File: src/logic/pin_select_pkg.sv
// pin function selection package: register offsets, reset values, pin functions
// assumes a 32-bit apb register bus, one word per register
package pin_select_pkg;
  // ==========================================================
  // register map (byte addresses)
  localparam logic [7:0] DIR_OFF = 8'h00;     // port2_direction, whole byte
  localparam logic [7:0] DIR_BIT_OFF = 8'h04; // single-bit write of direction
  localparam logic [7:0] SEG_OFF = 8'h08;     // segment_or_port_select
  localparam logic [7:0] ADPC_OFF = 8'h0c;    // analog_digital_pin_select
  localparam logic [7:0] SAR_OFF = 8'h10;     // sar_channel_select
  localparam logic [7:0] DS_OFF = 8'h14;      // deltasigma_channel_control
  localparam logic [7:0] FUNC_LO_OFF = 8'h18; // pin function, pins 0..3
  localparam logic [7:0] FUNC_HI_OFF = 8'h1c; // pin function, pins 4..7
  // ==========================================================
  // reset values
  localparam logic [7:0] DIR_RESET = 8'hff;
  localparam logic [7:0] SEG_RESET = 8'h00;
  localparam logic [7:0] ADPC_RESET = 8'h00;
  localparam logic [3:0] SAR_RESET = 4'h0;
  localparam logic [3:0] DS_RESET = 4'h0;
  // bit-write layout: bit 3 = value, bits 2:0 = bit index
  localparam int BITW_VAL_POS = 3;
  // ==========================================================
  // per-pin function, 4-bit code fits into 4 bits of a status word
  typedef enum logic [3:0] {
    FN_DIG_IN, FN_DIG_OUT, FN_ANALOG_IDLE, FN_ANALOG_SAR, FN_ANALOG_DS,
    FN_SEGMENT, FN_PROHIBITED
  } pin_fn_t;
endpackage

File: src/logic/pin_select_if.sv
// settings carried from the register file to the pin decoder and its results
// assumes one clock; all signals are levels
`timescale 1ns/100ps
interface pin_select_if;
  logic [7:0] dir;     // 1 = input
  logic [7:0] segment_output;     // 1 = segment output
  logic [7:0] analog;  // 1 = analog pin
  logic [3:0] sar_sel; // bit 3 enable, 2:0 channel
  logic [3:0] ds_sel;  // bit 3 enable, 2:0 channel
  logic ds_variant;    // delta-sigma device variant
  logic [31:0] fn_flat; // pin_fn_t per pin, 4 bits each
  modport regs(output dir, segment_output, analog, sar_sel, ds_sel, ds_variant, input fn_flat);
  modport dec(input dir, segment_output, analog, sar_sel, ds_sel, ds_variant, output fn_flat);
endinterface

File: src/logic/pin_fn_decode.sv
// combinational decode of each pin's function from the five settings
// assumes settings are stable register outputs
`timescale 1ns/100ps
module pin_fn_decode
  import pin_select_pkg::*;
(
  pin_select_if.dec sel // settings in, functions out
);
  // ==========================================================
  // decode per pin
  function automatic pin_fn_t decode_pin(input logic [2:0] n, input logic dir,
                                         input logic segment_output, input logic ana);
    logic sar_hit;
    logic ds_hit;
    sar_hit = sel.sar_sel[3] && (sel.sar_sel[2:0] == n);
    ds_hit = sel.ds_variant && sel.ds_sel[3] && (sel.ds_sel[2:0] == n);
    // segment wins over everything else on the segment variant
    if (segment_output && !sel.ds_variant) decode_pin = FN_SEGMENT;
    else if (!ana) decode_pin = dir ? FN_DIG_IN : FN_DIG_OUT;
    else if (!dir) decode_pin = FN_PROHIBITED; // analog with output
    else if (sar_hit && ds_hit) decode_pin = FN_PROHIBITED;
    else if (sar_hit) decode_pin = FN_ANALOG_SAR;
    else if (ds_hit) decode_pin = FN_ANALOG_DS;
    else decode_pin = FN_ANALOG_IDLE;
  endfunction

  always_comb begin
    for (int i = 0; i < 8; i++) begin
      sel.fn_flat[i*4 +: 4] = decode_pin(3'(i), sel.dir[i], sel.segment_output[i], sel.analog[i]);
    end
  end
endmodule

File: src/logic/port2_analog_pin_select.sv
// port 2 pin function select: apb registers plus registered pin routing
// assumes a synchronous apb master on clk; converters sample the routing outputs
//
// What this block does
// - direction bit 0 drives the pin as output, 1 makes it an input
// - reset loads the direction register with all ones
// - a pin in output direction is never offered to the converters
// - direction register takes whole-byte writes and single-bit writes
// - analog input not selected by any converter stays unconverted
// - analog input picked by the sar select goes to the sar converter
// - delta-sigma pick routes to delta-sigma; picking both is prohibited
// - segment choice overrides; analog plus output direction is prohibited
`timescale 1ns/100ps
module port2_analog_pin_select
  import pin_select_pkg::*;
#(
  parameter bit DS_VARIANT = 1'b0 // 1 = delta-sigma device variant
) (
  input wire logic clk,             // 200 MHz clock
  input wire logic arst_n,          // async reset, active low
  input wire logic psel,            // apb select
  input wire logic penable,         // apb enable
  input wire logic pwrite,          // apb direction
  input wire logic [7:0] paddr,     // apb byte address
  input wire logic [31:0] pwdata,   // apb write data
  output logic [31:0] prdata,       // apb read data
  output logic pready,              // apb ready
  output logic pslverr,             // apb error, unmapped address
  output logic [7:0] out_enable_n,  // pin output buffer enable, low = drive
  output logic [7:0] seg_enable,    // pin given to segment driver
  output logic [7:0] sar_route,     // pin routed to sar converter
  output logic [7:0] ds_route,      // pin routed to delta-sigma converter
  output logic [7:0] analog_mode,   // pin in analog mode (digital input off)
  output logic prohibited           // a prohibited setting is present
);
  // ==========================================================
  // reset synchroniser
  logic rst_meta_reg;
  logic rst_n_reg;
  always_ff @(posedge clk or negedge arst_n) begin
    if (!arst_n) begin
      rst_meta_reg <= 1'b0;
      rst_n_reg <= 1'b0;
    end else begin
      rst_meta_reg <= 1'b1;
      rst_n_reg <= rst_meta_reg;
    end
  end

  // ==========================================================
  // setting registers
  logic [7:0] dir_reg, dir_next;
  logic [7:0] seg_reg, seg_next;
  logic [7:0] adpc_reg, adpc_next;
  logic [3:0] sar_reg, sar_next;
  logic [3:0] ds_reg, ds_next;
  pin_select_if sel_if();

  // apb decode; a one-cycle access phase, pready in the access cycle
  wire access = psel && penable;
  // a write lands only at the edge that also sees pready, never in a stretched access
  wire wr = access && pwrite && pready;
  wire hit_dir = (paddr == DIR_OFF);
  wire hit_bit = (paddr == DIR_BIT_OFF);
  wire hit_seg = (paddr == SEG_OFF);
  wire hit_adpc = (paddr == ADPC_OFF);
  wire hit_sar = (paddr == SAR_OFF);
  wire hit_ds = (paddr == DS_OFF);
  wire hit_flo = (paddr == FUNC_LO_OFF);
  wire hit_fhi = (paddr == FUNC_HI_OFF);
  wire mapped = hit_dir | hit_bit | hit_seg | hit_adpc | hit_sar | hit_ds | hit_flo | hit_fhi;
  wire [2:0] bit_idx = pwdata[2:0];
  wire bit_val = pwdata[BITW_VAL_POS];

  // next values: whole byte or one bit of the direction register
  always_comb begin
    dir_next = dir_reg;
    if (wr && hit_dir) dir_next = pwdata[7:0];
    else if (wr && hit_bit) dir_next[bit_idx] = bit_val;
  end
  assign seg_next = (wr && hit_seg) ? pwdata[7:0] : seg_reg;
  assign adpc_next = (wr && hit_adpc) ? pwdata[7:0] : adpc_reg;
  assign sar_next = (wr && hit_sar) ? pwdata[3:0] : sar_reg;
  assign ds_next = (wr && hit_ds) ? pwdata[3:0] : ds_reg;

  // direction resets to all inputs so no pin drives at power-up
  always_ff @(posedge clk or negedge arst_n) begin
    if (!arst_n) begin
      dir_reg <= DIR_RESET;
      seg_reg <= SEG_RESET;
      adpc_reg <= ADPC_RESET;
      sar_reg <= SAR_RESET;
      ds_reg <= DS_RESET;
    end else if (!rst_n_reg) begin
      dir_reg <= DIR_RESET;
      seg_reg <= SEG_RESET;
      adpc_reg <= ADPC_RESET;
      sar_reg <= SAR_RESET;
      ds_reg <= DS_RESET;
    end else begin
      dir_reg <= dir_next;
      seg_reg <= seg_next;
      adpc_reg <= adpc_next;
      sar_reg <= sar_next;
      ds_reg <= ds_next;
    end
  end

  // ==========================================================
  // function decode
  assign sel_if.dir = dir_reg;
  assign sel_if.segment_output = seg_reg;
  assign sel_if.analog = adpc_reg;
  assign sel_if.sar_sel = sar_reg;
  assign sel_if.ds_sel = ds_reg;
  assign sel_if.ds_variant = DS_VARIANT;

  pin_fn_decode u_decode (
    .sel(sel_if.dec)
  );

  // per-pin routing from decoded function
  // one code per pin keeps segment, sar, delta-sigma and drive mutually exclusive by construction
  logic [7:0] oe_n_w, seg_w, sar_w, ds_w, ana_w, bad_w;
  always_comb begin
    for (int i = 0; i < 8; i++) begin
      pin_fn_t f;
      f = pin_fn_t'(sel_if.fn_flat[i*4 +: 4]);
      oe_n_w[i] = (f != FN_DIG_OUT);
      seg_w[i] = (f == FN_SEGMENT);
      sar_w[i] = (f == FN_ANALOG_SAR);
      ds_w[i] = (f == FN_ANALOG_DS);
      // prohibited settings keep the pin analog-off and driver-off
      ana_w[i] = (f == FN_ANALOG_IDLE) || (f == FN_ANALOG_SAR) || (f == FN_ANALOG_DS);
      bad_w[i] = (f == FN_PROHIBITED);
    end
  end

  // read mux; reserved bits read zero
  logic [31:0] rdata_w;
  always_comb begin
    rdata_w = 32'h0;
    if (hit_dir) rdata_w[7:0] = dir_reg;
    else if (hit_seg) rdata_w[7:0] = seg_reg;
    else if (hit_adpc) rdata_w[7:0] = adpc_reg;
    else if (hit_sar) rdata_w[3:0] = sar_reg;
    else if (hit_ds) rdata_w[3:0] = ds_reg;
    else if (hit_flo) rdata_w[15:0] = sel_if.fn_flat[15:0];
    else if (hit_fhi) rdata_w[15:0] = sel_if.fn_flat[31:16];
  end

  // outputs registered; routing lags a write by one cycle
  always_ff @(posedge clk or negedge arst_n) begin
    if (!arst_n) begin
      out_enable_n <= 8'hff;
      seg_enable <= 8'h00;
      sar_route <= 8'h00;
      ds_route <= 8'h00;
      analog_mode <= 8'h00;
      prohibited <= 1'b0;
      prdata <= 32'h0;
      pready <= 1'b0;
      pslverr <= 1'b0;
    end else begin
      out_enable_n <= oe_n_w;
      seg_enable <= seg_w;
      sar_route <= sar_w;
      ds_route <= ds_w;
      analog_mode <= ana_w;
      prohibited <= |bad_w;
      // setup phase: answer ready in the first access cycle
      pready <= psel && !penable;
      pslverr <= psel && !penable && !mapped;
      prdata <= (psel && !penable && !pwrite) ? rdata_w : 32'h0;
    end
  end

  // ==========================================================
  // checks
  dir_out_a: assert property (@(posedge clk) disable iff (!rst_n_reg)
    !dir_reg[0] |=> !sar_route[0] && !ds_route[0] && !analog_mode[0])
    else $error("output-direction pin offered to converter");
  dir_oe_a: assert property (@(posedge clk) disable iff (!rst_n_reg)
    (!adpc_reg[1] && !seg_reg[1]) |=> (out_enable_n[1] == $past(dir_reg[1])))
    else $error("digital pin buffer does not follow direction");
  dir_rst_a: assert property (@(posedge clk) disable iff (!arst_n)
    !rst_n_reg |-> dir_reg == 8'hff)
    else $error("direction not all ones in reset");
  byte_wr_a: assert property (@(posedge clk) disable iff (!rst_n_reg)
    (wr && hit_dir) |=> dir_reg == $past(pwdata[7:0]))
    else $error("byte write of direction lost");
  bit_wr_a: assert property (@(posedge clk) disable iff (!rst_n_reg)
    (wr && hit_bit) |=> dir_reg[$past(bit_idx)] == $past(bit_val))
    else $error("bit write of direction lost");
  sar_pick_a: assert property (@(posedge clk) disable iff (!rst_n_reg)
    (sar_reg == 4'h8 && adpc_reg[0] && dir_reg[0] && !seg_reg[0] && !ds_w[0]
     && !(DS_VARIANT && ds_reg == 4'h8)) |=> sar_route[0])
    else $error("picked analog pin not routed to sar");
  both_pick_a: assert property (@(posedge clk) disable iff (!rst_n_reg)
    (DS_VARIANT && sar_reg == ds_reg && sar_reg[3] && adpc_reg[sar_reg[2:0]]
     && dir_reg[sar_reg[2:0]]) |=> prohibited)
    else $error("double pick not flagged");
  idle_a: assert property (@(posedge clk) disable iff (!rst_n_reg)
    (adpc_reg[2] && dir_reg[2] && !seg_reg[2] && !sar_reg[3] && !ds_reg[3])
    |=> analog_mode[2] && !sar_route[2] && !ds_route[2])
    else $error("unselected analog pin mis-routed");
  seg_win_a: assert property (@(posedge clk) disable iff (!rst_n_reg)
    (!DS_VARIANT && seg_reg[3]) |=> seg_enable[3] && out_enable_n[3] && !analog_mode[3])
    else $error("segment choice not overriding");
  dig_cut_a: assert property (@(posedge clk) disable iff (!rst_n_reg)
    (!adpc_reg[4] && !seg_reg[4]) |=> !analog_mode[4] && !sar_route[4])
    else $error("digital pin left on converter");
  ready_one_a: assert property (@(posedge clk) disable iff (!rst_n_reg)
    pready |=> !pready)
    else $error("bus ready held longer than one cycle");
  cov_bitw_c: cover property (@(posedge clk) disable iff (!rst_n_reg) wr && hit_bit);
  cov_sar_c: cover property (@(posedge clk) disable iff (!rst_n_reg) |sar_route);
  cov_ds_c: cover property (@(posedge clk) disable iff (!rst_n_reg) |ds_route);
  cov_seg_c: cover property (@(posedge clk) disable iff (!rst_n_reg) |seg_enable);
  cov_bad_c: cover property (@(posedge clk) disable iff (!rst_n_reg) prohibited);
endmodule

File: config.mk
export PLATFORM = sky130hd
export DESIGN_NAME = port2_analog_pin_select
export DESIGN_NICKNAME = d
export VERILOG_FILES = /design/src/logic/pin_select_pkg.sv /design/src/logic/pin_select_if.sv /design/src/logic/pin_fn_decode.sv /design/src/logic/port2_analog_pin_select.sv
export SDC_FILE = /design/constraint.sdc
export NUM_CORES = 1
export LEC_CHECK = 0
export ABC_AREA = 0
export BUFFER_PORTS_ARGS = -buffer_cell sky130_fd_sc_hd__buf_2
export CAP_MARGIN = 25
export CORE_UTILIZATION = 45
export CTS_CLUSTER_SIZE = 24
export DETAILED_ROUTE_END_ITERATION = 8
export PLACE_DENSITY = 0.71
export RECOVER_POWER = 100
export SYNTH_ARGS = -nofsm -noshare
export SYNTH_HDL_FRONTEND = slang
export SYNTH_HIERARCHICAL = 1
export SYNTH_SLANG_ARGS = --single-unit
File: constraint.sdc
create_clock -name clk -period 1.8 [get_ports clk]
set_input_delay 0.09 -clock clk [delete_from_list [all_inputs] [get_ports clk]]
set_output_delay 0.09 -clock clk [all_outputs]
set_load 0.005 [all_outputs]
# Yosys cells after proc, flatten, opt, wreduce, memory -nomap -nowiden
# Cells that the tools add are included.
# Widths: inputs -> output; s select.
dict set report word_totals {
  register_bits 93
  input_bits 45
  out_inout_bits 75
  elab_cells 202
}
dict set report classes {
  magnitude_cmp 2
  n_eq_ne 67
  muxes 67
  n_bitwise 7
  n_reduce_logical 43
}
# cell n
set op_table {}
lappend op_table {{$mux 4} 30}
lappend op_table {{$mux 8} 13}
lappend op_table {{$eq 4x3->1 const B} 24}
lappend op_table {{$eq 4x2->1 const B} 16}
lappend op_table {{$mux 16} 3}
lappend op_table {{$eq 8x5->1 const B} 4}
lappend op_table {{$ne 4x1->1 const B} 8}
lappend op_table {{$mux 12} 2}
lappend op_table {{$logic_and 1x1->1} 21}
lappend op_table {{$mux 1} 17}
lappend op_table {{$eq 8x4->1 const B} 2}
lappend op_table {{$logic_or 1x1->1} 16}
lappend op_table {{$eq 3x3->1 const B} 4}
lappend op_table {{$bwmux 8} 1}
lappend op_table {{$eq 8x3->1 const B} 1}
lappend op_table {{$logic_not 8->1} 1}
lappend op_table {{$ne 2x1->1 const B} 4}
lappend op_table {{$reduce_or 8->1} 1}
lappend op_table {{$or 1x1->1} 7}
lappend op_table {{$eq 3x2->1 const B} 2}
lappend op_table {{$lt 3x4->1 const B} 1}
lappend op_table {{$demux 1 s3} 1}
lappend op_table {{$eq 3x1->1 const B} 1}
lappend op_table {{$ge 3x1->1 const B} 1}
lappend op_table {{3 further kinds} 5}

# Longest topological paths before layout
dict set report logic_depth {
  depth_word 14
  mapped_depth 9
}

# Modules after synthesis
# Netlist, hierarchy kept.
# mod instances cells_each area_per_inst_um2 seq_area_each_um2
set modules_own_cells {}
lappend modules_own_cells {port2_analog_pin_select 1 408 4495.6 2347.3}
lappend modules_own_cells {pin_fn_decode 1 97 674.4 0.0}

# Worst setup path after synthesis
# OpenSTA, ideal clock, no wires.
dict set report synth_timing {
  path_kind {register to register}
  from {register sar_reg[0]}
  to {register out_enable_n[4]}
  setup_time_ns 0.100
  t_arrival_ns 1.732
  required_time_ns 1.700
  path_slack_ns -0.032
  path_stages_with_launch 7
  path_buffers 2
  path_cell_list {dfrtp_1 buf_2 nor2b_4 buf_6 nand3_1 o221ai_1 or4b_2}
}
dict set report synth_via {
  elab_chain_len 7
}
# element line_no
set synth_lines {}
lappend synth_lines {{start, declared} port2_analog_pin_select.sv:55} ;# logic [3:0] sar_reg, sar_next;
lappend synth_lines {{start signal, assigned} port2_analog_pin_select.sv:104} ;# sar_reg <= sar_next;
lappend synth_lines {{$eq 3x3->1} pin_fn_decode.sv:15} ;# sar_hit = sel.sar_sel[3] && (sel.sar_sel[2:0] == n);
lappend synth_lines {{$logic_and 1x1->1} pin_fn_decode.sv:15}
lappend synth_lines {{$mux 1} pin_fn_decode.sv:22} ;# else if (sar_hit) decode_pin = FN_ANALOG_SAR;
lappend synth_lines {{$mux 4} pin_fn_decode.sv:20} ;# else if (!dir) decode_pin = FN_PROHIBITED;
lappend synth_lines {{$mux 4} pin_fn_decode.sv:19} ;# else if (!ana) decode_pin = dir ? FN_DIG_IN : FN_DIG_OUT;
lappend synth_lines {{$mux 4} pin_fn_decode.sv:18} ;# if (segment_output && !sel.ds_variant) decode_pin = FN_SEGMENT;
lappend synth_lines {{via sel_if.fn_flat[16]} pin_select_if.sv:11} ;# logic [31:0] fn_flat;
lappend synth_lines {{$ne 4x1->1} port2_analog_pin_select.sv:129} ;# oe_n_w[i] = (f != FN_DIG_OUT);
lappend synth_lines {{via oe_n_w[4]} port2_analog_pin_select.sv:124} ;# logic [7:0] oe_n_w, seg_w, sar_w, ds_w, ana_w, bad_w;
lappend synth_lines {{end signal, assigned} port2_analog_pin_select.sv:165} ;# out_enable_n <= oe_n_w;
lappend synth_lines {{end, declared} port2_analog_pin_select.sv:29} ;# output logic [7:0] out_enable_n,
# The timed path passes the listed nets, and every way through them passes these cells.
# A chain may end at the register's enable or synchronous reset.

# Final worst setup path
dict set report layout_timing {
  from {register sar_reg[1]}
  to {register prohibited}
}
dict set report layout_via {
  elab_chain_len 8
  elab_cells_between_ends 57
}
# element line_no
set layout_lines {}
lappend layout_lines {{$eq 3x3->1} pin_fn_decode.sv:15}
lappend layout_lines {{$logic_and 1x1->1} pin_fn_decode.sv:15}
lappend layout_lines {{$mux 1} pin_fn_decode.sv:22}
lappend layout_lines {{$mux 4} pin_fn_decode.sv:20}
lappend layout_lines {{$mux 4} pin_fn_decode.sv:19}
lappend layout_lines {{$mux 4} pin_fn_decode.sv:18}
lappend layout_lines {{via sel_if.fn_flat[16]} pin_select_if.sv:11}
lappend layout_lines {{$eq 4x3->1} port2_analog_pin_select.sv:135} ;# bad_w[i] = (f == FN_PROHIBITED);
lappend layout_lines {{$reduce_or 8->1} port2_analog_pin_select.sv:170} ;# prohibited <= |bad_w;
lappend layout_lines {{end signal, assigned} port2_analog_pin_select.sv:170}
lappend layout_lines {{end, declared} port2_analog_pin_select.sv:34} ;# output logic prohibited
# The timed path passes the listed nets, and every way through them passes these cells.

==> run metrics <==
Power, Total 0.004156 W; initial antenna violation count 0; pre-CTS setup slack 15.04 ps; maxcap violations 0; Setup Viol. Count Final 0; slowest stage cell, crit path dfrtp_2; DRC viols 0; arrival time of the worst setup path 1990 ps; final worst slack 28.82 ps; Routed Wire Length 13.48 mm; min Tclk post-route 1771 ps; Reg clk slew, reported paths 70 ps; P per Cell Area 654.9 nW/um2; critical hold path startpoint pwdata[6]; Internal Power 0.003168 W; crit path buf inv count 1; IO Pins 120; layout cell share with drive strength beyond 1 27.95%; Mapped Avg Cell Area 10.24 um2; Final period util 98.40%; largest net degree at the start of global routing 47; DRT iter0 DRCs 385; yosys warns 6; Initial Util 46.87%; prevailing post-synth register cell dfrtp_1; Netlist Area Pre-Place 5170 um2; Via density 5.592; nature of the critical path startpoint register; CTS buffer count 9; PortBufs 79; global-route wire length before repair 21.11 mm; buffer depth of the longest clock path 2; FF-to-FF path depth 7; Yosys cell types 72; number of synthesized flops with an enable pin 0; worst hold-check path type input port to register; Avg WL per Cell 17.19 um; Net Sw Frac 23.76%; Peak VDD IR 503.2 uV; DP Area 6023 um2; Final Net Count 684; CTS tree done; Post-synth ARST share 100.0%; Hold Path Stages 2; clock sink count 93; GR Overflow Total 0; post-DP HPWL 10.13 mm; core area 11030 um2; flop-to-flop setup slack 30 ps; Reg-to-Reg Start sar_reg[1]$_DFFE_PN0P_; Reg with most FFs prdata; largest stage delay on the critical path 430 ps; family with the most delay on the worst path simple AND/OR/NAND/NOR gates; Leakage 2.963 nW; clock group share of total power 42.3%; Layout fillers 971; Inserted Diodes 0; combinational power share 7.1%; Worst EP required 2020 ps; Final Max Slew Viols 0; Seq cells post-synth 93; antenna viol nets, final 0; sw power 0.0009875 W; Syn Inst Count 505; number of global-route vias before repair 4110; final hold vios 0; Die Area 11920 um2; Max H-tree Level 3; Overall Global Routing Usage 23.81%; row count 38; Flop pwr share 50.5%; max reg flops 16; final hold slack 16.83 ps; CP cell instances and2b_1 -> nand3_1 -> o221ai_2 -> buf_4 -> nor4bb_1 -> a31oi_1 -> nand3_1; relative slew slack 58.15%; highest clock rate 0.5646 GHz; Worst Hold End dir_reg[6]$_DFFE_PN1P_; most used cell, CP nand3_1; Die X 109.2 um; worst slew pin tran 627.7 ps; via count 4384; Worst Clk Skew 15.56 ps; CTS root buf clkbuf_16; area growth from synthesis to layout 22.73%; Pre-Repair DR Iteration Count 6; RSZ-0062 raised after global routing true; CP Max Fanout 5; Finished Cell Area 6345 um2; outcome complete, no violations; Worst setup EP type register; GP Congestion 0.9522; clk_lat worst skew 360 ps; critical path class register to register; FF-to-FF End prohibited$_DFF_PN0_; fin util 57.52%; Die Y-Extent 109.2 um; register area share after synthesis 45.40%
## layout make-up
class                           count  area [um2]  share of cell area, %
Timing Repair Buffer              144       854.6                  13.47
Tap cell                          140       175.2                  2.761
Sequential cell                    93        2349                  37.01
Clock buffer                       12       246.5                  3.885
Multi-Input combinational cell    378        2646                  41.71
Inverter                           13       48.80                 0.7691
Clock inverter                      4       25.02                 0.3944
## cells in the final DEF, fill, tap and decap left out, types with 5 or more instances in the layout
master     synthesis  layout
o221ai_1          11       7
o21ai_0            8       8
nand2b_1          18      18
nor3b_1           13      13
clkbuf_1          10      29
nor3_1            12      12
conb_1             3      26
nor4_1             8       6
mux2i_1           44      44
a21bo_1            6       6
buf_4             26      60
a31oi_1           12      12
nor4bb_1           8       8
or3_1              5       5
dfstp_2           16      16
clkbuf_16          0       9
nand4_1           14      14
inv_1             13      13
nand2_1           30      30
nor2b_1           30      30
dfrtp_1           77      76
nor2_1            47      47
a21oi_1            5       5
nand3_1            8       7
buf_2              4      51
## worst register-to-register path: stages (launching register included)
cell and delay (ps):
dfrtp_2 430, and2b_1 270, nand3_1 120, o221ai_2 280, buf_4 190, nor4bb_1 50
a31oi_1 180, nand3_1 110
## cells in the mapped netlist, types with 4 or more instances
cell / count / area (um2)
a21bo_1: 6 / 60.06
a21oi_1: 5 / 25.02
a31oi_1: 12 / 75.07
and3_1: 4 / 25.02
buf_2: 4 / 20.02
buf_4: 26 / 195.2
clkbuf_1: 10 / 37.54
dfrtp_1: 77 / 1927
dfstp_2: 16 / 420.4
inv_1: 13 / 48.80
mux2i_1: 44 / 440.4
nand2_1: 30 / 112.6
nand2b_1: 18 / 112.6
nand3_1: 8 / 40.04
nand3b_1: 4 / 30.03
nand4_1: 14 / 87.58
nor2_1: 47 / 176.4
nor2b_1: 30 / 187.7
nor3_1: 12 / 60.06
nor3b_1: 13 / 97.59
nor4_1: 8 / 50.05
nor4bb_1: 8 / 80.08
o21ai_0: 8 / 40.04
o21ai_2: 4 / 35.03
o221ai_1: 11 / 96.34
or3_1: 5 / 31.28
## what timing repair did
item	CTS	global route
hold buffers	3	0
setup endpoints to repair	0	19
buffers inserted	0	1
hold endpoints to repair	27	0
gates resized for setup	0	13
## stage by stage
stage,instances,TNS [ps]
global placement,764,0
detailed placement,764,0
finish,784,0
floorplan,528,0
global route,784,-37.92
CTS,783,0
## kinds of logic after synthesis
logic type	after synthesis	synth area share, %
simple gates	227	26.60
compound gates	76	11.33
flops	93	45.40
buf+inv	57	6.414
other cells	3	0.2178
mux	49	10.04
## power groups by stage
stage | combinational [W] | sequential (W) | clock [W]
global placement | 0.000278 | 0.00214 | 0
floorplan | 0.000178 | 0.00214 | 0
CTS | 0.000291 | 0.00210 | 0.00179
detailed placement | 0.000285 | 0.00214 | 0
global route | 0.000327 | 0.00210 | 0.00188
finish | 0.000297 | 0.00210 | 0.00176
## worst max-delay path by stage
stage	depth (start not counted)	to	from	slack, ps
5_1_grt	6	prohibited$_DFF_PN0_	dir_reg[7]$_DFFE_PN1P_	-20
4_1_cts	4	out_enable_n[4]$_DFF_PN1_	sar_reg[1]$_DFFE_PN0P_	10
3_5_place_dp	6	dir_reg[2]$_DFFE_PN1P_	paddr[0]	20
3_3_place_gp	5	dir_reg[7]$_DFFE_PN1P_	paddr[0]	60
2_1_floorplan	6	out_enable_n[4]$_DFF_PN1_	sar_reg[0]$_DFFE_PN0P_	60
6_report	7	prohibited$_DFF_PN0_	sar_reg[1]$_DFFE_PN0P_	30
## layer usage
layer  vias up  part of all wire [%]  global-route usage (%)
met4         0                   2.4                   10.29
met5         -                     0                       0
met1      2092                    44                   31.67
met2       203                    47                   37.65
met3        29                   6.7                   4.722
li1       2060                     -                       -
Note: power is estimated with default switching activity, not from simulation.
